File: src/hw/csr_pkg.sv
// Constants for the chip-select, refresh and bus-control output block
package csr_pkg;
	// Register port widths
	localparam int ADDR_W = 4;
	localparam int DATA_W = 16;

	// Register offsets
	localparam logic [3:0] OFS_MID_BASE   = 4'h0;
	localparam logic [3:0] OFS_PERIPH_BASE = 4'h1;
	localparam logic [3:0] OFS_MID_PERIPH  = 4'h2;
	localparam logic [3:0] OFS_BUS_WIDTH   = 4'h3;
	localparam logic [3:0] OFS_REFRESH     = 4'h4;
	localparam logic [3:0] OFS_LOWER_CTRL  = 4'h5;
	localparam logic [3:0] OFS_UPPER_CTRL  = 4'h6;
	localparam logic [3:0] OFS_STATUS      = 4'h7;

	// Field positions
	localparam int MID_BASE_LSB    = 9;
	localparam int MID_SIZE_LSB    = 0;
	localparam int AUX_PERIPH_MEM  = 0;
	localparam int AUX_WHOLE_MID   = 6;
	localparam int AUX_EXT_BIT     = 7;
	localparam int WIDTH_MID_BIT   = 1;
	localparam int REFRESH_EN_BIT  = 15;
	localparam int REFRESH_PS_BIT  = 14;
	localparam int SPLIT_ADDR_BIT  = 7;

	// Reset values
	localparam logic [15:0] MID_BASE_RST    = 16'h0000;
	localparam logic [15:0] PERIPH_BASE_RST = 16'h0000;
	localparam logic [15:0] MID_PERIPH_RST  = 16'h0080;
	localparam logic [15:0] BUS_WIDTH_RST   = 16'h0000;
	localparam logic [15:0] REFRESH_RST     = 16'h0000;
	localparam logic [15:0] REGION_CTRL_RST = 16'h0000;

	// Address decode constants
	localparam int          MID_BLOCK_SHIFT = 13;
	localparam int          PERIPH_REGIONS  = 7;
	localparam logic [2:0]  PERIPH_HOLE     = 3'h4;
	localparam logic [19:0] RESET_FETCH_ADDR = 20'hFFFF0;

	// Timing: internal clock runs at twice the bus output clock
	localparam int CLK_PERIOD_NS     = 10;
	localparam int CLKOUT_DIV        = 2;
	localparam int REFRESH_LOW_HALF  = 3;
	localparam int REFRESH_LOW_CYC   = REFRESH_LOW_HALF * CLKOUT_DIV / 2;
	localparam int REFRESH_TOTAL_CYC = 8 * CLKOUT_DIV;
	localparam int FETCH_DELAY_HALF  = 13;
	localparam int FETCH_DELAY_CYC   = FETCH_DELAY_HALF * CLKOUT_DIV / 2;
	localparam int RESET_HOLD_NS     = 1000000;
	localparam int RESET_HOLD_CYC    = RESET_HOLD_NS / CLK_PERIOD_NS;

	// Bus cycle sequencer states
	typedef enum logic [2:0] {
		CSR_IDLE,
		CSR_ADDR,
		CSR_TURN,
		CSR_DATA,
		CSR_HOLD
	} csr_state_t;
endpackage

File: src/hw/csr_bus_outputs.sv
// Chip-select decode, refresh strobe, latched address and read strobe logic
//
// The placing of the registers and strobed register access were decided locally.
`timescale 1ns/1ns
// Function
// Second and third midrange selects go low for accesses in their programmable region.
// Midrange selects report 8- or 16-bit width from bus width register bit 1.
// All midrange selects stay high while an external master owns the bus; fourth pin still pulses refresh if refresh bit 15 set.
// Whole-range first midrange select releases second to fourth pins as I/O.
// Fourth midrange select goes low for accesses in the fourth midrange region.
// Refresh pulse appears on fourth midrange pin only when refresh bit 15 set.
// Refresh strobe low 1.5 output clocks, then high for rest of cycle.
// Refresh output keeps driving, never floated, during external bus hold.
// Each peripheral select covers its 256-byte region, memory or I/O space.
// Peripheral selects stay high during reset and during bus hold.
// With extension bit 7 clear, sixth and seventh pins show latched A1, A2.
// Latched address bits keep their last values during bus hold.
// Read strobe asserts in read cycles only after the address bus floats.
// Read strobe floats while an external master owns the bus.
// Narrow variant drives secondary refresh low during each dynamic refresh cycle.
// Strap high: lower/upper cycles with split flag keep address off shared bus.
// Strap low: shared bus always multiplexes address and data.
// Strap sampled one cycle after reset release; pin floats in hold and float mode.
// Reset held at least 1 ms, may be asynchronous to the output clock.
// First fetch starts 6.5 output clocks after reset release, at FFFF0h.
// Hold request finishes current cycle, acknowledges, floats, then selects high.
// At most one chip select per bus cycle, released when the cycle ends.
module csr_bus_outputs #(
	parameter logic NARROW_VARIANT = 1'b1
) (
	// Clock and reset
	input  wire logic                     clk_in,
	input  wire logic                     rst_in,
	// Register port
	input  wire logic [csr_pkg::ADDR_W-1:0] reg_addr_in,
	input  wire logic [csr_pkg::DATA_W-1:0] reg_wdata_in,
	input  wire logic                     reg_wr_in,
	input  wire logic                     reg_rd_in,
	output logic      [csr_pkg::DATA_W-1:0] reg_rdata_out,
	// Bus cycle requests from the core
	input  wire logic                     cyc_start_in,
	input  wire logic [19:0]              cyc_addr_in,
	input  wire logic                     cyc_mem_in,
	input  wire logic                     cyc_read_in,
	input  wire logic                     cyc_lower_in,
	input  wire logic                     cyc_upper_in,
	input  wire logic                     cyc_end_in,
	output logic                          cyc_busy_out,
	// Pins from outside
	input  wire logic                     hold_req_in,
	input  wire logic                     strap_addr_en_in,
	input  wire logic                     float_mode_in,
	// Bus hold and address phase
	output logic                          hold_ack_out,
	output logic                          ad_addr_drive_out,
	output logic                          addr_split_out,
	output logic                          mid_bus_16bit_out,
	output logic                          bus_clk_out,
	// Reset fetch
	output logic                          first_fetch_out,
	output logic      [19:0]              fetch_addr_out,
	// Midrange selects, active low, with drive enables
	output logic                          midrange_select_first_n_out,
	output logic                          midrange_select_second_n_out,
	output logic                          midrange_select_third_n_out,
	output logic                          midrange_select_fourth_n_out,
	output logic      [3:0]               midrange_select_oe_out,
	// Peripheral selects, active low; bit 4 has no pin
	output logic      [6:0]               periph_select_n_out,
	// Read strobe, active low, with drive enable
	output logic                          read_strobe_n_out,
	output logic                          read_strobe_oe_out,
	// Secondary refresh, active low, with drive enable
	output logic                          dram_refresh_flag_low_n_out,
	output logic                          dram_refresh_flag_low_oe_out
);
	import csr_pkg::*;

	// Software registers
	logic [15:0] mid_base_reg;
	logic [15:0] periph_base_reg;
	logic [15:0] mid_periph_aux_reg;
	logic [15:0] bus_width_config_reg;
	logic [15:0] refresh_mode_reg;
	logic [15:0] lower_region_ctrl_reg;
	logic [15:0] upper_region_ctrl_reg;

	// Internal state
	csr_state_t  state_reg;
	logic        hold_meta_reg;
	logic        hold_sync_reg;
	logic        strap_meta_reg;
	logic        strap_sync_reg;
	logic        strap_pending_reg;
	logic        strap_high_reg;
	logic        read_cyc_reg;
	logic [3:0]  mid_hit_reg;
	logic [6:0]  periph_hit_reg;
	logic        latched_addr_bit_one_reg;
	logic        latched_addr_bit_two_reg;
	logic [15:0] refresh_cnt_reg;
	logic [4:0]  refresh_phase_reg;
	logic        refresh_active_reg;
	logic        refresh_strobe_reg;
	logic [4:0]  fetch_cnt_reg;
	logic        fetch_armed_reg;
	logic        clk_div_reg;

	// Midrange decode of one address
	function automatic logic [3:0] mid_decode(input logic [19:0] addr,
	                                          input logic [15:0] base_r,
	                                          input logic        whole);
		logic [19:0] base_a;
		logic [19:0] offs;
		logic [19:0] blk;
		logic [2:0]  size;
		logic [1:0]  idx;
		size = base_r[MID_SIZE_LSB +: 3];
		base_a = {base_r[15:MID_BASE_LSB], 13'h0000};
		offs = addr - base_a;
		blk = 20'h00001 << (MID_BLOCK_SHIFT + int'(size));
		idx = 2'(offs >> (MID_BLOCK_SHIFT - 2 + int'(size)));
		mid_decode = 4'h0;
		if (addr >= base_a && offs < blk) begin
			if (whole)
				mid_decode = 4'h1;
			else
				mid_decode = 4'(4'h1 << idx);
		end
	endfunction

	// Peripheral decode of one address
	function automatic logic [6:0] periph_decode(input logic [19:0] addr,
	                                             input logic [15:0] base_r,
	                                             input logic        mem,
	                                             input logic        mem_space);
		logic [2:0] reg_idx;
		reg_idx = addr[10:8];
		periph_decode = 7'h00;
		if (addr[19:11] == base_r[8:0] && mem == mem_space &&
		    reg_idx != 3'h7 && reg_idx != PERIPH_HOLE)
			periph_decode = 7'(7'h01 << reg_idx);
	endfunction

	logic [3:0] mid_dec;
	logic [6:0] periph_dec;
	logic       whole_mid;
	logic       ext_bit;
	logic       refresh_en;

	assign whole_mid  = mid_periph_aux_reg[AUX_WHOLE_MID];
	assign ext_bit    = mid_periph_aux_reg[AUX_EXT_BIT];
	assign refresh_en = refresh_mode_reg[REFRESH_EN_BIT];
	assign mid_dec    = cyc_mem_in ? mid_decode(cyc_addr_in, mid_base_reg, whole_mid) : 4'h0;
	assign periph_dec = periph_decode(cyc_addr_in, periph_base_reg, cyc_mem_in,
	                                  mid_periph_aux_reg[AUX_PERIPH_MEM]);

	// Register writes
	always_ff @(posedge clk_in) begin
		if (rst_in) begin
			mid_base_reg          <= MID_BASE_RST;
			periph_base_reg       <= PERIPH_BASE_RST;
			mid_periph_aux_reg    <= MID_PERIPH_RST;
			bus_width_config_reg  <= BUS_WIDTH_RST;
			refresh_mode_reg      <= REFRESH_RST;
			lower_region_ctrl_reg <= REGION_CTRL_RST;
			upper_region_ctrl_reg <= REGION_CTRL_RST;
		end else if (reg_wr_in) begin
			unique case (reg_addr_in)
				OFS_MID_BASE:    mid_base_reg          <= reg_wdata_in;
				OFS_PERIPH_BASE: periph_base_reg       <= reg_wdata_in;
				OFS_MID_PERIPH:  mid_periph_aux_reg    <= reg_wdata_in;
				OFS_BUS_WIDTH:   bus_width_config_reg  <= reg_wdata_in;
				OFS_REFRESH:     refresh_mode_reg      <= reg_wdata_in;
				OFS_LOWER_CTRL:  lower_region_ctrl_reg <= reg_wdata_in;
				OFS_UPPER_CTRL:  upper_region_ctrl_reg <= reg_wdata_in;
				default: ;
			endcase
		end
	end

	// Register reads, data one cycle after the strobe
	always_ff @(posedge clk_in) begin
		if (rst_in) begin
			reg_rdata_out <= 16'h0000;
		end else if (reg_rd_in) begin
			unique case (reg_addr_in)
				OFS_MID_BASE:    reg_rdata_out <= mid_base_reg;
				OFS_PERIPH_BASE: reg_rdata_out <= periph_base_reg;
				OFS_MID_PERIPH:  reg_rdata_out <= mid_periph_aux_reg;
				OFS_BUS_WIDTH:   reg_rdata_out <= bus_width_config_reg;
				OFS_REFRESH:     reg_rdata_out <= refresh_mode_reg;
				OFS_LOWER_CTRL:  reg_rdata_out <= lower_region_ctrl_reg;
				OFS_UPPER_CTRL:  reg_rdata_out <= upper_region_ctrl_reg;
				OFS_STATUS:      reg_rdata_out <= {12'h000, refresh_active_reg,
				                                   state_reg == CSR_HOLD,
				                                   hold_sync_reg, strap_high_reg};
				default:         reg_rdata_out <= 16'h0000;
			endcase
		end else begin
			reg_rdata_out <= 16'h0000;
		end
	end

	// Pin synchronisers
	always_ff @(posedge clk_in) begin
		if (rst_in) begin
			hold_meta_reg  <= 1'b0;
			hold_sync_reg  <= 1'b0;
		end else begin
			hold_meta_reg  <= hold_req_in;
			hold_sync_reg  <= hold_meta_reg;
		end
	end

	// Strap synchroniser runs through reset so the pin is settled at release
	always_ff @(posedge clk_in) begin
		strap_meta_reg <= strap_addr_en_in;
		strap_sync_reg <= strap_meta_reg;
	end

	// Strap capture one cycle after reset release
	always_ff @(posedge clk_in) begin
		if (rst_in) begin
			strap_pending_reg <= 1'b1;
			strap_high_reg    <= 1'b0;
		end else if (strap_pending_reg) begin
			strap_pending_reg <= 1'b0;
			strap_high_reg    <= strap_sync_reg;
		end
	end

	// Bus cycle sequencer and hold handshake
	always_ff @(posedge clk_in) begin
		if (rst_in) begin
			state_reg         <= CSR_IDLE;
			read_cyc_reg      <= 1'b0;
			ad_addr_drive_out <= 1'b0;
			addr_split_out    <= 1'b0;
			hold_ack_out      <= 1'b0;
			cyc_busy_out      <= 1'b0;
		end else begin
			unique case (state_reg)
				CSR_IDLE: begin
					if (hold_sync_reg) begin
						state_reg    <= CSR_HOLD;
						hold_ack_out <= 1'b1;
						cyc_busy_out <= 1'b1;
					end else if (cyc_start_in) begin
						state_reg         <= CSR_ADDR;
						read_cyc_reg      <= cyc_read_in;
						ad_addr_drive_out <= 1'b1;
						cyc_busy_out      <= 1'b1;
						addr_split_out    <= strap_high_reg &&
							((cyc_lower_in && lower_region_ctrl_reg[SPLIT_ADDR_BIT]) ||
							 (cyc_upper_in && upper_region_ctrl_reg[SPLIT_ADDR_BIT]));
					end
				end
				CSR_ADDR: begin
					state_reg         <= CSR_TURN;
					ad_addr_drive_out <= 1'b0;
				end
				CSR_TURN: begin
					state_reg <= CSR_DATA;
				end
				CSR_DATA: begin
					if (cyc_end_in) begin
						state_reg      <= CSR_IDLE;
						read_cyc_reg   <= 1'b0;
						addr_split_out <= 1'b0;
						cyc_busy_out   <= 1'b0;
					end
				end
				CSR_HOLD: begin
					if (!hold_sync_reg) begin
						state_reg    <= CSR_IDLE;
						hold_ack_out <= 1'b0;
						cyc_busy_out <= 1'b0;
					end
				end
			endcase
		end
	end

	// Read strobe, only once the shared bus has floated
	always_ff @(posedge clk_in) begin
		if (rst_in) begin
			read_strobe_n_out  <= 1'b1;
			read_strobe_oe_out <= 1'b1;
		end else begin
			read_strobe_oe_out <= !(state_reg == CSR_HOLD || (state_reg == CSR_IDLE &&
			                        hold_sync_reg));
			if (state_reg == CSR_TURN && read_cyc_reg && !ad_addr_drive_out)
				read_strobe_n_out <= 1'b0;
			else if (state_reg != CSR_DATA || cyc_end_in)
				read_strobe_n_out <= 1'b1;
		end
	end

	// Chip select hits, captured at the address phase
	always_ff @(posedge clk_in) begin
		if (rst_in) begin
			mid_hit_reg       <= 4'h0;
			periph_hit_reg    <= 7'h00;
			mid_bus_16bit_out <= 1'b0;
		end else if (state_reg == CSR_IDLE && cyc_start_in && !hold_sync_reg) begin
			mid_hit_reg       <= mid_dec;
			periph_hit_reg    <= (mid_dec != 4'h0) ? 7'h00 : periph_dec;
			mid_bus_16bit_out <= (mid_dec != 4'h0) &&
			                     bus_width_config_reg[WIDTH_MID_BIT];
		end else if (state_reg == CSR_DATA && cyc_end_in) begin
			mid_hit_reg       <= 4'h0;
			periph_hit_reg    <= 7'h00;
			mid_bus_16bit_out <= 1'b0;
		end
	end

	// Latched low address bits, frozen outside the address phase
	always_ff @(posedge clk_in) begin
		if (rst_in) begin
			latched_addr_bit_one_reg <= 1'b0;
			latched_addr_bit_two_reg <= 1'b0;
		end else if (state_reg == CSR_IDLE && cyc_start_in && !hold_sync_reg) begin
			latched_addr_bit_one_reg <= cyc_addr_in[1];
			latched_addr_bit_two_reg <= cyc_addr_in[2];
		end
	end

	// Midrange select pins
	always_ff @(posedge clk_in) begin
		if (rst_in) begin
			midrange_select_first_n_out  <= 1'b1;
			midrange_select_second_n_out <= 1'b1;
			midrange_select_third_n_out  <= 1'b1;
			midrange_select_fourth_n_out <= 1'b1;
			midrange_select_oe_out       <= 4'hF;
		end else begin
			midrange_select_oe_out <= whole_mid ? 4'h1 : 4'hF;
			if (state_reg == CSR_HOLD) begin
				midrange_select_first_n_out  <= 1'b1;
				midrange_select_second_n_out <= 1'b1;
				midrange_select_third_n_out  <= 1'b1;
			end else begin
				midrange_select_first_n_out  <= !mid_hit_reg[0];
				midrange_select_second_n_out <= !mid_hit_reg[1];
				midrange_select_third_n_out  <= !mid_hit_reg[2];
			end
			if (refresh_en) begin
				midrange_select_oe_out[3]    <= 1'b1;
				midrange_select_fourth_n_out <= !refresh_strobe_reg;
			end else if (state_reg == CSR_HOLD) begin
				midrange_select_fourth_n_out <= 1'b1;
			end else begin
				midrange_select_fourth_n_out <= !mid_hit_reg[3];
			end
		end
	end

	// Peripheral select pins, sixth and seventh shared with latched bits
	always_ff @(posedge clk_in) begin
		if (rst_in) begin
			periph_select_n_out <= 7'h7F;
		end else begin
			for (int i = 0; i < PERIPH_REGIONS; i++) begin
				if (i >= 5 && !ext_bit)
					periph_select_n_out[i] <= (i == 5) ? latched_addr_bit_one_reg :
					                                     latched_addr_bit_two_reg;
				else if (state_reg == CSR_HOLD || i == int'(PERIPH_HOLE))
					periph_select_n_out[i] <= 1'b1;
				else
					periph_select_n_out[i] <= !periph_hit_reg[i];
			end
		end
	end

	// Refresh timer and strobe
	always_ff @(posedge clk_in) begin
		if (rst_in || !refresh_en) begin
			refresh_cnt_reg    <= 16'h0000;
			refresh_phase_reg  <= 5'h00;
			refresh_active_reg <= 1'b0;
			refresh_strobe_reg <= 1'b0;
		end else if (refresh_active_reg) begin
			refresh_strobe_reg <= refresh_phase_reg < 5'(REFRESH_LOW_CYC - 1);
			if (refresh_phase_reg == 5'(REFRESH_TOTAL_CYC - 1)) begin
				refresh_active_reg <= 1'b0;
				refresh_phase_reg  <= 5'h00;
			end else begin
				refresh_phase_reg <= refresh_phase_reg + 5'h01;
			end
		end else if (refresh_cnt_reg >= {6'h00, refresh_mode_reg[8:0], 1'b0}) begin
			refresh_cnt_reg    <= 16'h0000;
			refresh_active_reg <= 1'b1;
			refresh_strobe_reg <= 1'b1;
		end else begin
			refresh_cnt_reg <= refresh_cnt_reg + 16'h0001;
		end
	end

	// Secondary refresh pin, shared with the address-enable strap
	always_ff @(posedge clk_in) begin
		if (rst_in) begin
			dram_refresh_flag_low_n_out  <= 1'b1;
			dram_refresh_flag_low_oe_out <= 1'b0;
		end else begin
			dram_refresh_flag_low_oe_out <= NARROW_VARIANT && !float_mode_in &&
			                                state_reg != CSR_HOLD;
			dram_refresh_flag_low_n_out  <= !(refresh_active_reg &&
			                                  !refresh_mode_reg[REFRESH_PS_BIT]);
		end
	end

	// Output clock divider and first fetch after reset
	always_ff @(posedge clk_in) begin
		if (rst_in) begin
			clk_div_reg     <= 1'b0;
			fetch_cnt_reg   <= 5'h00;
			fetch_armed_reg <= 1'b1;
			first_fetch_out <= 1'b0;
			fetch_addr_out  <= RESET_FETCH_ADDR;
		end else begin
			clk_div_reg     <= !clk_div_reg;
			first_fetch_out <= 1'b0;
			if (fetch_armed_reg) begin
				fetch_cnt_reg <= fetch_cnt_reg + 5'h01;
				if (fetch_cnt_reg == 5'(FETCH_DELAY_CYC - 1)) begin
					fetch_armed_reg <= 1'b0;
					first_fetch_out <= 1'b1;
				end
			end
		end
	end

	assign bus_clk_out = clk_div_reg;

endmodule

File: config.mk
export PLATFORM = sky130hd
export DESIGN_NAME = csr_bus_outputs
export DESIGN_NICKNAME = d
export VERILOG_FILES = /design/src/hw/csr_pkg.sv /design/src/hw/csr_bus_outputs.sv
export SDC_FILE = /design/constraint.sdc
export NUM_CORES = 1
export LEC_CHECK = 0
export ABC_AREA = 1
export BUFFER_PORTS_ARGS = -buffer_cell sky130_fd_sc_hd__buf_2
export CAP_MARGIN = 20
export CORE_MARGIN = 3
export CORE_UTILIZATION = 45
export CTS_BUF_LIST = sky130_fd_sc_hd__clkbuf_16
export DETAILED_ROUTE_END_ITERATION = 6
export HOLD_SLACK_MARGIN = 0.02
export PLACE_DENSITY = 0.67
export SLEW_MARGIN = 0
export SYNTH_ARGS = -nofsm -noshare
export SYNTH_HDL_FRONTEND = slang
export SYNTH_SLANG_ARGS = --single-unit
File: constraint.sdc
create_clock -name clk_in -period 6.8 [get_ports clk_in]
set_input_delay 1.36 -clock clk_in [delete_from_list [all_inputs] [get_ports clk_in]]
set_output_delay 1.36 -clock clk_in [all_outputs]
set_load 0.01 [all_outputs]
==> impl_metrics.csv, run 1 <==
group,metric,value,unit
run_status,status,"finished clean",
timing,fmax,0.277,GHz
yosys,synth_cells,1201,
setup_path,cp.arrival,4040,ps
placement,io_buffer_count,92,
clock_tree,cts_buffers,22,
routing,ant_nets,0,
yosys,synthArstFlopShare,0,%
timing,fin_crit_sh,53.1,%
yosys,ys_ff_latch,202,
die,core_region_area,0.0197,mm2
layout,antenna_cells,0,
yosys,synth_cell_type_count,44,
clock_tree,cts_resized,0,
timing,fin_crit,3610,ps
timing,setup_total_negative_slack,0,ps
layout,fin_area,0.0103,mm2
yosys,yosys-top-cells-area,"dfxtp_1 44%, a21oi_1 9.0%, inv_1 6.5%, nand2_1 6.2%, o21ai_0 5.9%",
clock_tree,cts_tree,"built",
routing,top_layer_used,"met5",
global_route,gr-total-overflow,0,
yosys,synth_top_area_share,44.4,%
die,top_level_ports,115,
hold_path,min-delay-start,"strap_meta_reg$_DFF_P_",
setup_path,crit_buf_inv,4,
clock_tree,clockRootBuffer,"clkbuf_16",
pwr,powerDensity,254,mW/mm2
routing,drc,0,
layout,seq_area,0.00404,mm2
routing,drtIter0Drc,636,
timing,worstMarginPinSlew,1040,ps
setup_path,worstPathCellList,"buf_2 -> inv_1 -> ha_1 -> inv_1 -> fa_1 -> nand3_1 -> nand3_2 -> nand2_1 -> nand2_1 -> nand2_1 -> nand2_1 -> ha_1 -> nand2_1 -> nor2_1 -> nand4_1 -> nor2_1 -> nand2_1 -> nand4_2 -> inv_2 -> nor2_2 -> nand3_1 -> a21oi_1",
setup_path,cp-start-kind,"primary input",
yosys,yosys_warnings,0,
setup_path,max_stage_delay,420,ps
yosys,synth_edf_count,0,
layout,fin_nets,1355,
global_route,grt_max_degree,104,
hold_path,min_to,"strap_sync_reg$_DFF_P_",
clock_tree,clk_latency,500,ps
die,start_util,46.4,%
timing,rsz0062_at_grt,"false",
hold_path,worstHoldPathCells,0,
yosys,synth_ff_type,"dfxtp_1",
global_route,grt_util_all_layers,22.3,%
setup_path,crit_path_end_kind,"register",
setup_path,required,7220,ps
setup_path,critical_path_class,"primary input to register",
setup_path,path_max_fanout,4,
clock_tree,cts_sinks,202,
die,die_y,148,um
setup_path,worstReg2RegStart,"mid_base_reg[9]$_SDFFE_PP0P_",
die,fp.dieW,148,um
timing,slew_headroom,30.6,%
routing,met2WireLength,11.5,mm
die,dieArea,0.0220,mm2
yosys,synth.most_common_cell,"dfxtp_1",
routing,wl,24.9,mm
timing,skew,11.1,ps
yosys,synth_commonest_cells,"202 x dfxtp_1, 164 x a21oi_1, 158 x inv_1",
routing,dr.pass1.iters,5,
clock_tree,holdBufCountCts,0,
setup_path,cp_common_cell,"nand2_1",
setup_path,rr_worst_depth,20,
clock_tree,cts_buffer_depth,3,
clock_tree,clk_pin_slew_worst_paths,60,ps
layout,fillCellCount,2020,
yosys,yosys.area.top_type,"dfxtp_1",
routing,wl_met1,11.1,mm
global_route,grt_pass1_vias,7568,
routing,drt-vias-per-instance,5.25,
placement,dpl_cell_area,0.00964,mm2
layout,area_growth,13.1,%
yosys,yosysSeqAreaShare,44.4,%
setup_path,worst_path_max_delay_cell,"fa_1",
timing,slew_viol_final,0,
setup_path,crit_family,"simple AND/OR/NAND/NOR gates",
die,rows,51,
routing,dr_total_vias,8144,
routing,routedWlPerCell,16.1,um
timing,setup_viol,0,
clock_tree,post-cts-setup-buffer-count,0,
layout,multi_input_area,0.00414,mm2
setup_path,reg2reg_to,"periph_hit_reg[0]$_SDFFE_PP0P_",
timing,hold_viol_final,0,
hold_path,hp-class,"register to register",
layout,layout-drive-gt1-share,13.5,%
placement,place_congestion,0.880,
setup_path,reg2reg_setup_slack,3770,ps
pwr,peakVddDrop,159,uV
clock_tree,htree_levels,1,
pwr,power_leakage,4.01,nW
global_route,antenna_found_initial,1,
placement,hpwl,17.3,mm
run,max_cap_violations,0,
global_route,grt_pass1_wl,39.7,mm
yosys,synth_area,0.00911,mm2
yosys,syn_area_per_cell,7.59,um2
routing,wl_met3,1.80,mm
-- cell usage in the layout, fill, tap and decap left out, drive strengths merged, types with 30 or more instances in the layout --
master / count
a21oi: 164
buf: 97
dfxtp: 202
ha: 30
inv: 174
nand2: 165
nand3: 64
nor2: 90
o21ai: 109
o22ai: 40
-- where the power goes --
| part | switching (mW) | internal [mW] | leakage [nW] |
|---|---|---|---|
| combinational | 0.208 | 0.0948 | 2.04 |
| clock | 0.464 | 0.608 | 0.337 |
| sequential | 0.0201 | 1.22 | 1.64 |
| total | 0.692 | 1.92 | 4.01 |
-- through the flow --
step | std cells | utilization [%] | hold WS [ps] | worst slack, ps | power, mW
finish | 1552 | 52.4 | 340 | 3190 | 2.61
global route | 1552 | 52.4 | 357 | 2890 | 2.73
CTS | 1551 | 52.4 | 336 | 3180 | 2.63
detailed placement | 1511 | 49.1 | 322 | 2670 | 1.56
global placement | 1511 | 49.1 | 310 | 2720 | 1.56
floorplan | 1222 | - | 310 | 3090 | 1.48
-- metal layers --
metal  GRT usage [%]  up-vias
met4            6.19        2
met3            3.84       34
met2            36.4      255
met5               0        -
met1            30.6     3740
li1                -     4113
-- cell type report --
type,count,share of cell area (%)
clock buffers,23,5.59
multi-input cells,779,40.2
repair buffers,97,4.87
inverters,169,6.16
well taps,265,3.22
clock inverters,17,0.704
flip-flops and latches,202,39.3
-- how the worst max path moves through the flow --
stage,cells past startpoint,start,end,slack (ps)
final,22,cyc_addr_in[13],periph_hit_reg[0]$_SDFFE_PP0P_,3190
after global routing,22,cyc_addr_in[13],periph_hit_reg[5]$_SDFFE_PP0P_,2890
after CTS,22,cyc_addr_in[13],periph_hit_reg[0]$_SDFFE_PP0P_,3180
after detailed placement,22,cyc_addr_in[13],periph_hit_reg[0]$_SDFFE_PP0P_,2670
after global placement,22,cyc_addr_in[13],periph_hit_reg[0]$_SDFFE_PP0P_,2720
after floorplan,21,cyc_addr_in[13],periph_hit_reg[5]$_SDFFE_PP0P_,3090
-- kinds of logic after synthesis --
kind of cell | Yosys count | synth area share [%]
xor gates and xnor gates | 15 | 1.52
AOI/OAI and AO/OA | 342 | 20.4
and+or+nand+nor | 368 | 18.2
buffers and inverters | 241 | 11.0
adders and majority gates | 31 | 4.34
other | 2 | 0.0824
DFF | 202 | 44.4
Power figures use the tool's default switching activity.
==> run 2: changes to the inputs <==
- clock period: 6.8 -> 3.55 ns (I/O delays scaled with it)
==> impl_metrics.csv, run 2 (synthesized netlist as in run 1, its figures left out) <==
group,metric,value,unit
setup_path,crit_family,"simple AND/OR/NAND/NOR gates",
routing,drt-vias-per-instance,5.27,
setup_path,cp-start-kind,"register",
die,start_util,46.4,%
routing,ant_nets,0,
setup_path,crit_end,"periph_hit_reg[6]$_SDFFE_PP0P_",
timing,setup_total_negative_slack,0,ps
timing,fin_crit_sh,84.9,%
setup_path,cp_common_cell,"nand2_1",
die,fp.dieW,148,um
setup_path,cp-startpoint,"mid_base_reg[9]$_SDFFE_PP0P_",
routing,dr.pass1.iters,6,
setup_path,worstReg2RegStart,"mid_base_reg[9]$_SDFFE_PP0P_",
setup_path,reg2reg_to,"periph_hit_reg[6]$_SDFFE_PP0P_",
layout,fin_nets,1362,
routing,drc,0,
die,die_y,148,um
run,max_cap_violations,0,
global_route,grt_pass1_vias,7459,
run_status,status,"finished clean",
clock_tree,post-cts-setup-buffer-count,0,
timing,setup_viol,0,
pwr,peakVddDrop,294,uV
setup_path,crit_path_end_kind,"register",
clock_tree,cts_tree,"built",
clock_tree,cts_buffers,22,
setup_path,crit_buf_inv,2,
setup_path,max_stage_delay,430,ps
layout,layout-drive-gt1-share,14.2,%
setup_path,cp.arrival,3440,ps
setup_path,reg2reg_setup_slack,540,ps
routing,dr_total_vias,8210,
layout,area_growth,14.1,%
pwr,power_leakage,4.07,nW
layout,mostFrequentLayoutCells,"202 x dfxtp_1, 164 x a21oi_1, 162 x inv_1",
timing,slew_viol_final,0,
setup_path,path_depth,20,
setup_path,worstPathCellList,"ha_1 -> inv_1 -> fa_1 -> nand3_1 -> nand3_2 -> nand2_1 -> nand2_1 -> nand2_1 -> nand2_1 -> ha_1 -> nand2_1 -> nor2_1 -> nand4_1 -> nor2_1 -> nand2_1 -> nand4_2 -> inv_2 -> nor2_2 -> nand3_1 -> a21oi_1",
setup_path,required,3970,ps
timing,rsz0062_at_grt,"false",
timing,fin_crit,3010,ps
pwr,total_power,5.14,mW
placement,io_buffer_count,92,
timing,fmax,0.332,GHz
clock_tree,clk_pin_slew_worst_paths,60,ps
setup_path,path_max_fanout,4,
global_route,grt_util_all_layers,22.2,%
global_route,grt_max_degree,104,
setup_path,worst_path_max_delay_cell,"fa_1",
routing,wl,25.1,mm
routing,routedWlPerCell,16.1,um
routing,drtIter0Drc,680,
die,top_level_ports,115,
layout,antenna_cells,0,
timing,hold_viol_final,0,
timing,hold_ws,329,ps
hold_path,hp-class,"register to register",
placement,place_congestion,0.894,
global_route,antenna_found_initial,0,
timing,worstMarginPinSlew,1090,ps
clock_tree,clockRootBuffer,"clkbuf_16",
clock_tree,cts_sinks,202,
die,dieArea,0.0220,mm2
setup_path,rr_worst_depth,20,
placement,hpwl,17.6,mm
die,core_region_area,0.0197,mm2
pwr,powerDensity,495,mW/mm2
clock_tree,clk_latency,490,ps
timing,skew,11.1,ps
global_route,gr-total-overflow,0,
global_route,grt_pass1_wl,39.5,mm
clock_tree,holdBufCountCts,0,
layout,fillCellCount,1929,
setup_path,critical_path_class,"register to register",
clock_tree,cts_buffer_depth,3,
die,rows,51,
clock_tree,htree_levels,1,
layout,final_common_cell,"dfxtp_1",
timing,slew_headroom,27.2,%
clock_tree,cts_resized,0,
run 2: layer usage:
| metal | routed length (um) | track usage [%] | up-vias |
|---|---|---|---|
| li1 | - | - | 4116 |
| met1 | 11700 | 31.7 | 3820 |
| met2 | 11400 | 35.8 | 244 |
| met3 | 1510 | 3.14 | 30 |
| met4 | 456 | 5.22 | 0 |
| met5 | 0 | 0 | - |
run 2: how the worst min path moves through the flow:
stage / startpoint / end / slack (ps) / cells after the start
2_1_floorplan: strap_meta_reg$_DFF_P_ / strap_sync_reg$_DFF_P_ / 310 / 0
3_5_place_dp: strap_meta_reg$_DFF_P_ / strap_sync_reg$_DFF_P_ / 310 / 0
3_3_place_gp: strap_meta_reg$_DFF_P_ / strap_sync_reg$_DFF_P_ / 320 / 0
4_1_cts: strap_addr_en_in / strap_meta_reg$_DFF_P_ / 320 / 1
5_1_grt: strap_addr_en_in / strap_meta_reg$_DFF_P_ / 320 / 1
6_report: strap_meta_reg$_DFF_P_ / strap_sync_reg$_DFF_P_ / 330 / 0
run 2: report_power, final:
group	switching [mW]	internal, mW	leakage [nW]
Combinational	0.401	0.183	2.07
Clock	0.878	1.31	0.364
Sequential	0.0377	2.33	1.64
run 2: layout make-up:
cell class | count | area, um2 | area share [%]
Inverter | 169 | 634 | 6.10
Timing Repair Buffer | 104 | 551 | 5.30
Clock inverter | 16 | 119 | 1.14
Multi-Input combinational cell | 779 | 4140 | 39.8
Sequential cell | 202 | 4040 | 38.9
Tap cell | 265 | 332 | 3.19
Clock buffer | 23 | 576 | 5.54
run 2: metrics by stage:
stage               worst slack, ps  instance area [um2]  cells  utilization (%)
finish                          536                10400   1558             52.9
global route                    174                10400   1558             52.9
CTS                             524                10400   1558             52.9
detailed placement             73.1                 9700   1519             49.4
global placement                112                 9700   1519             49.4
floorplan                       493                 9190   1222                -
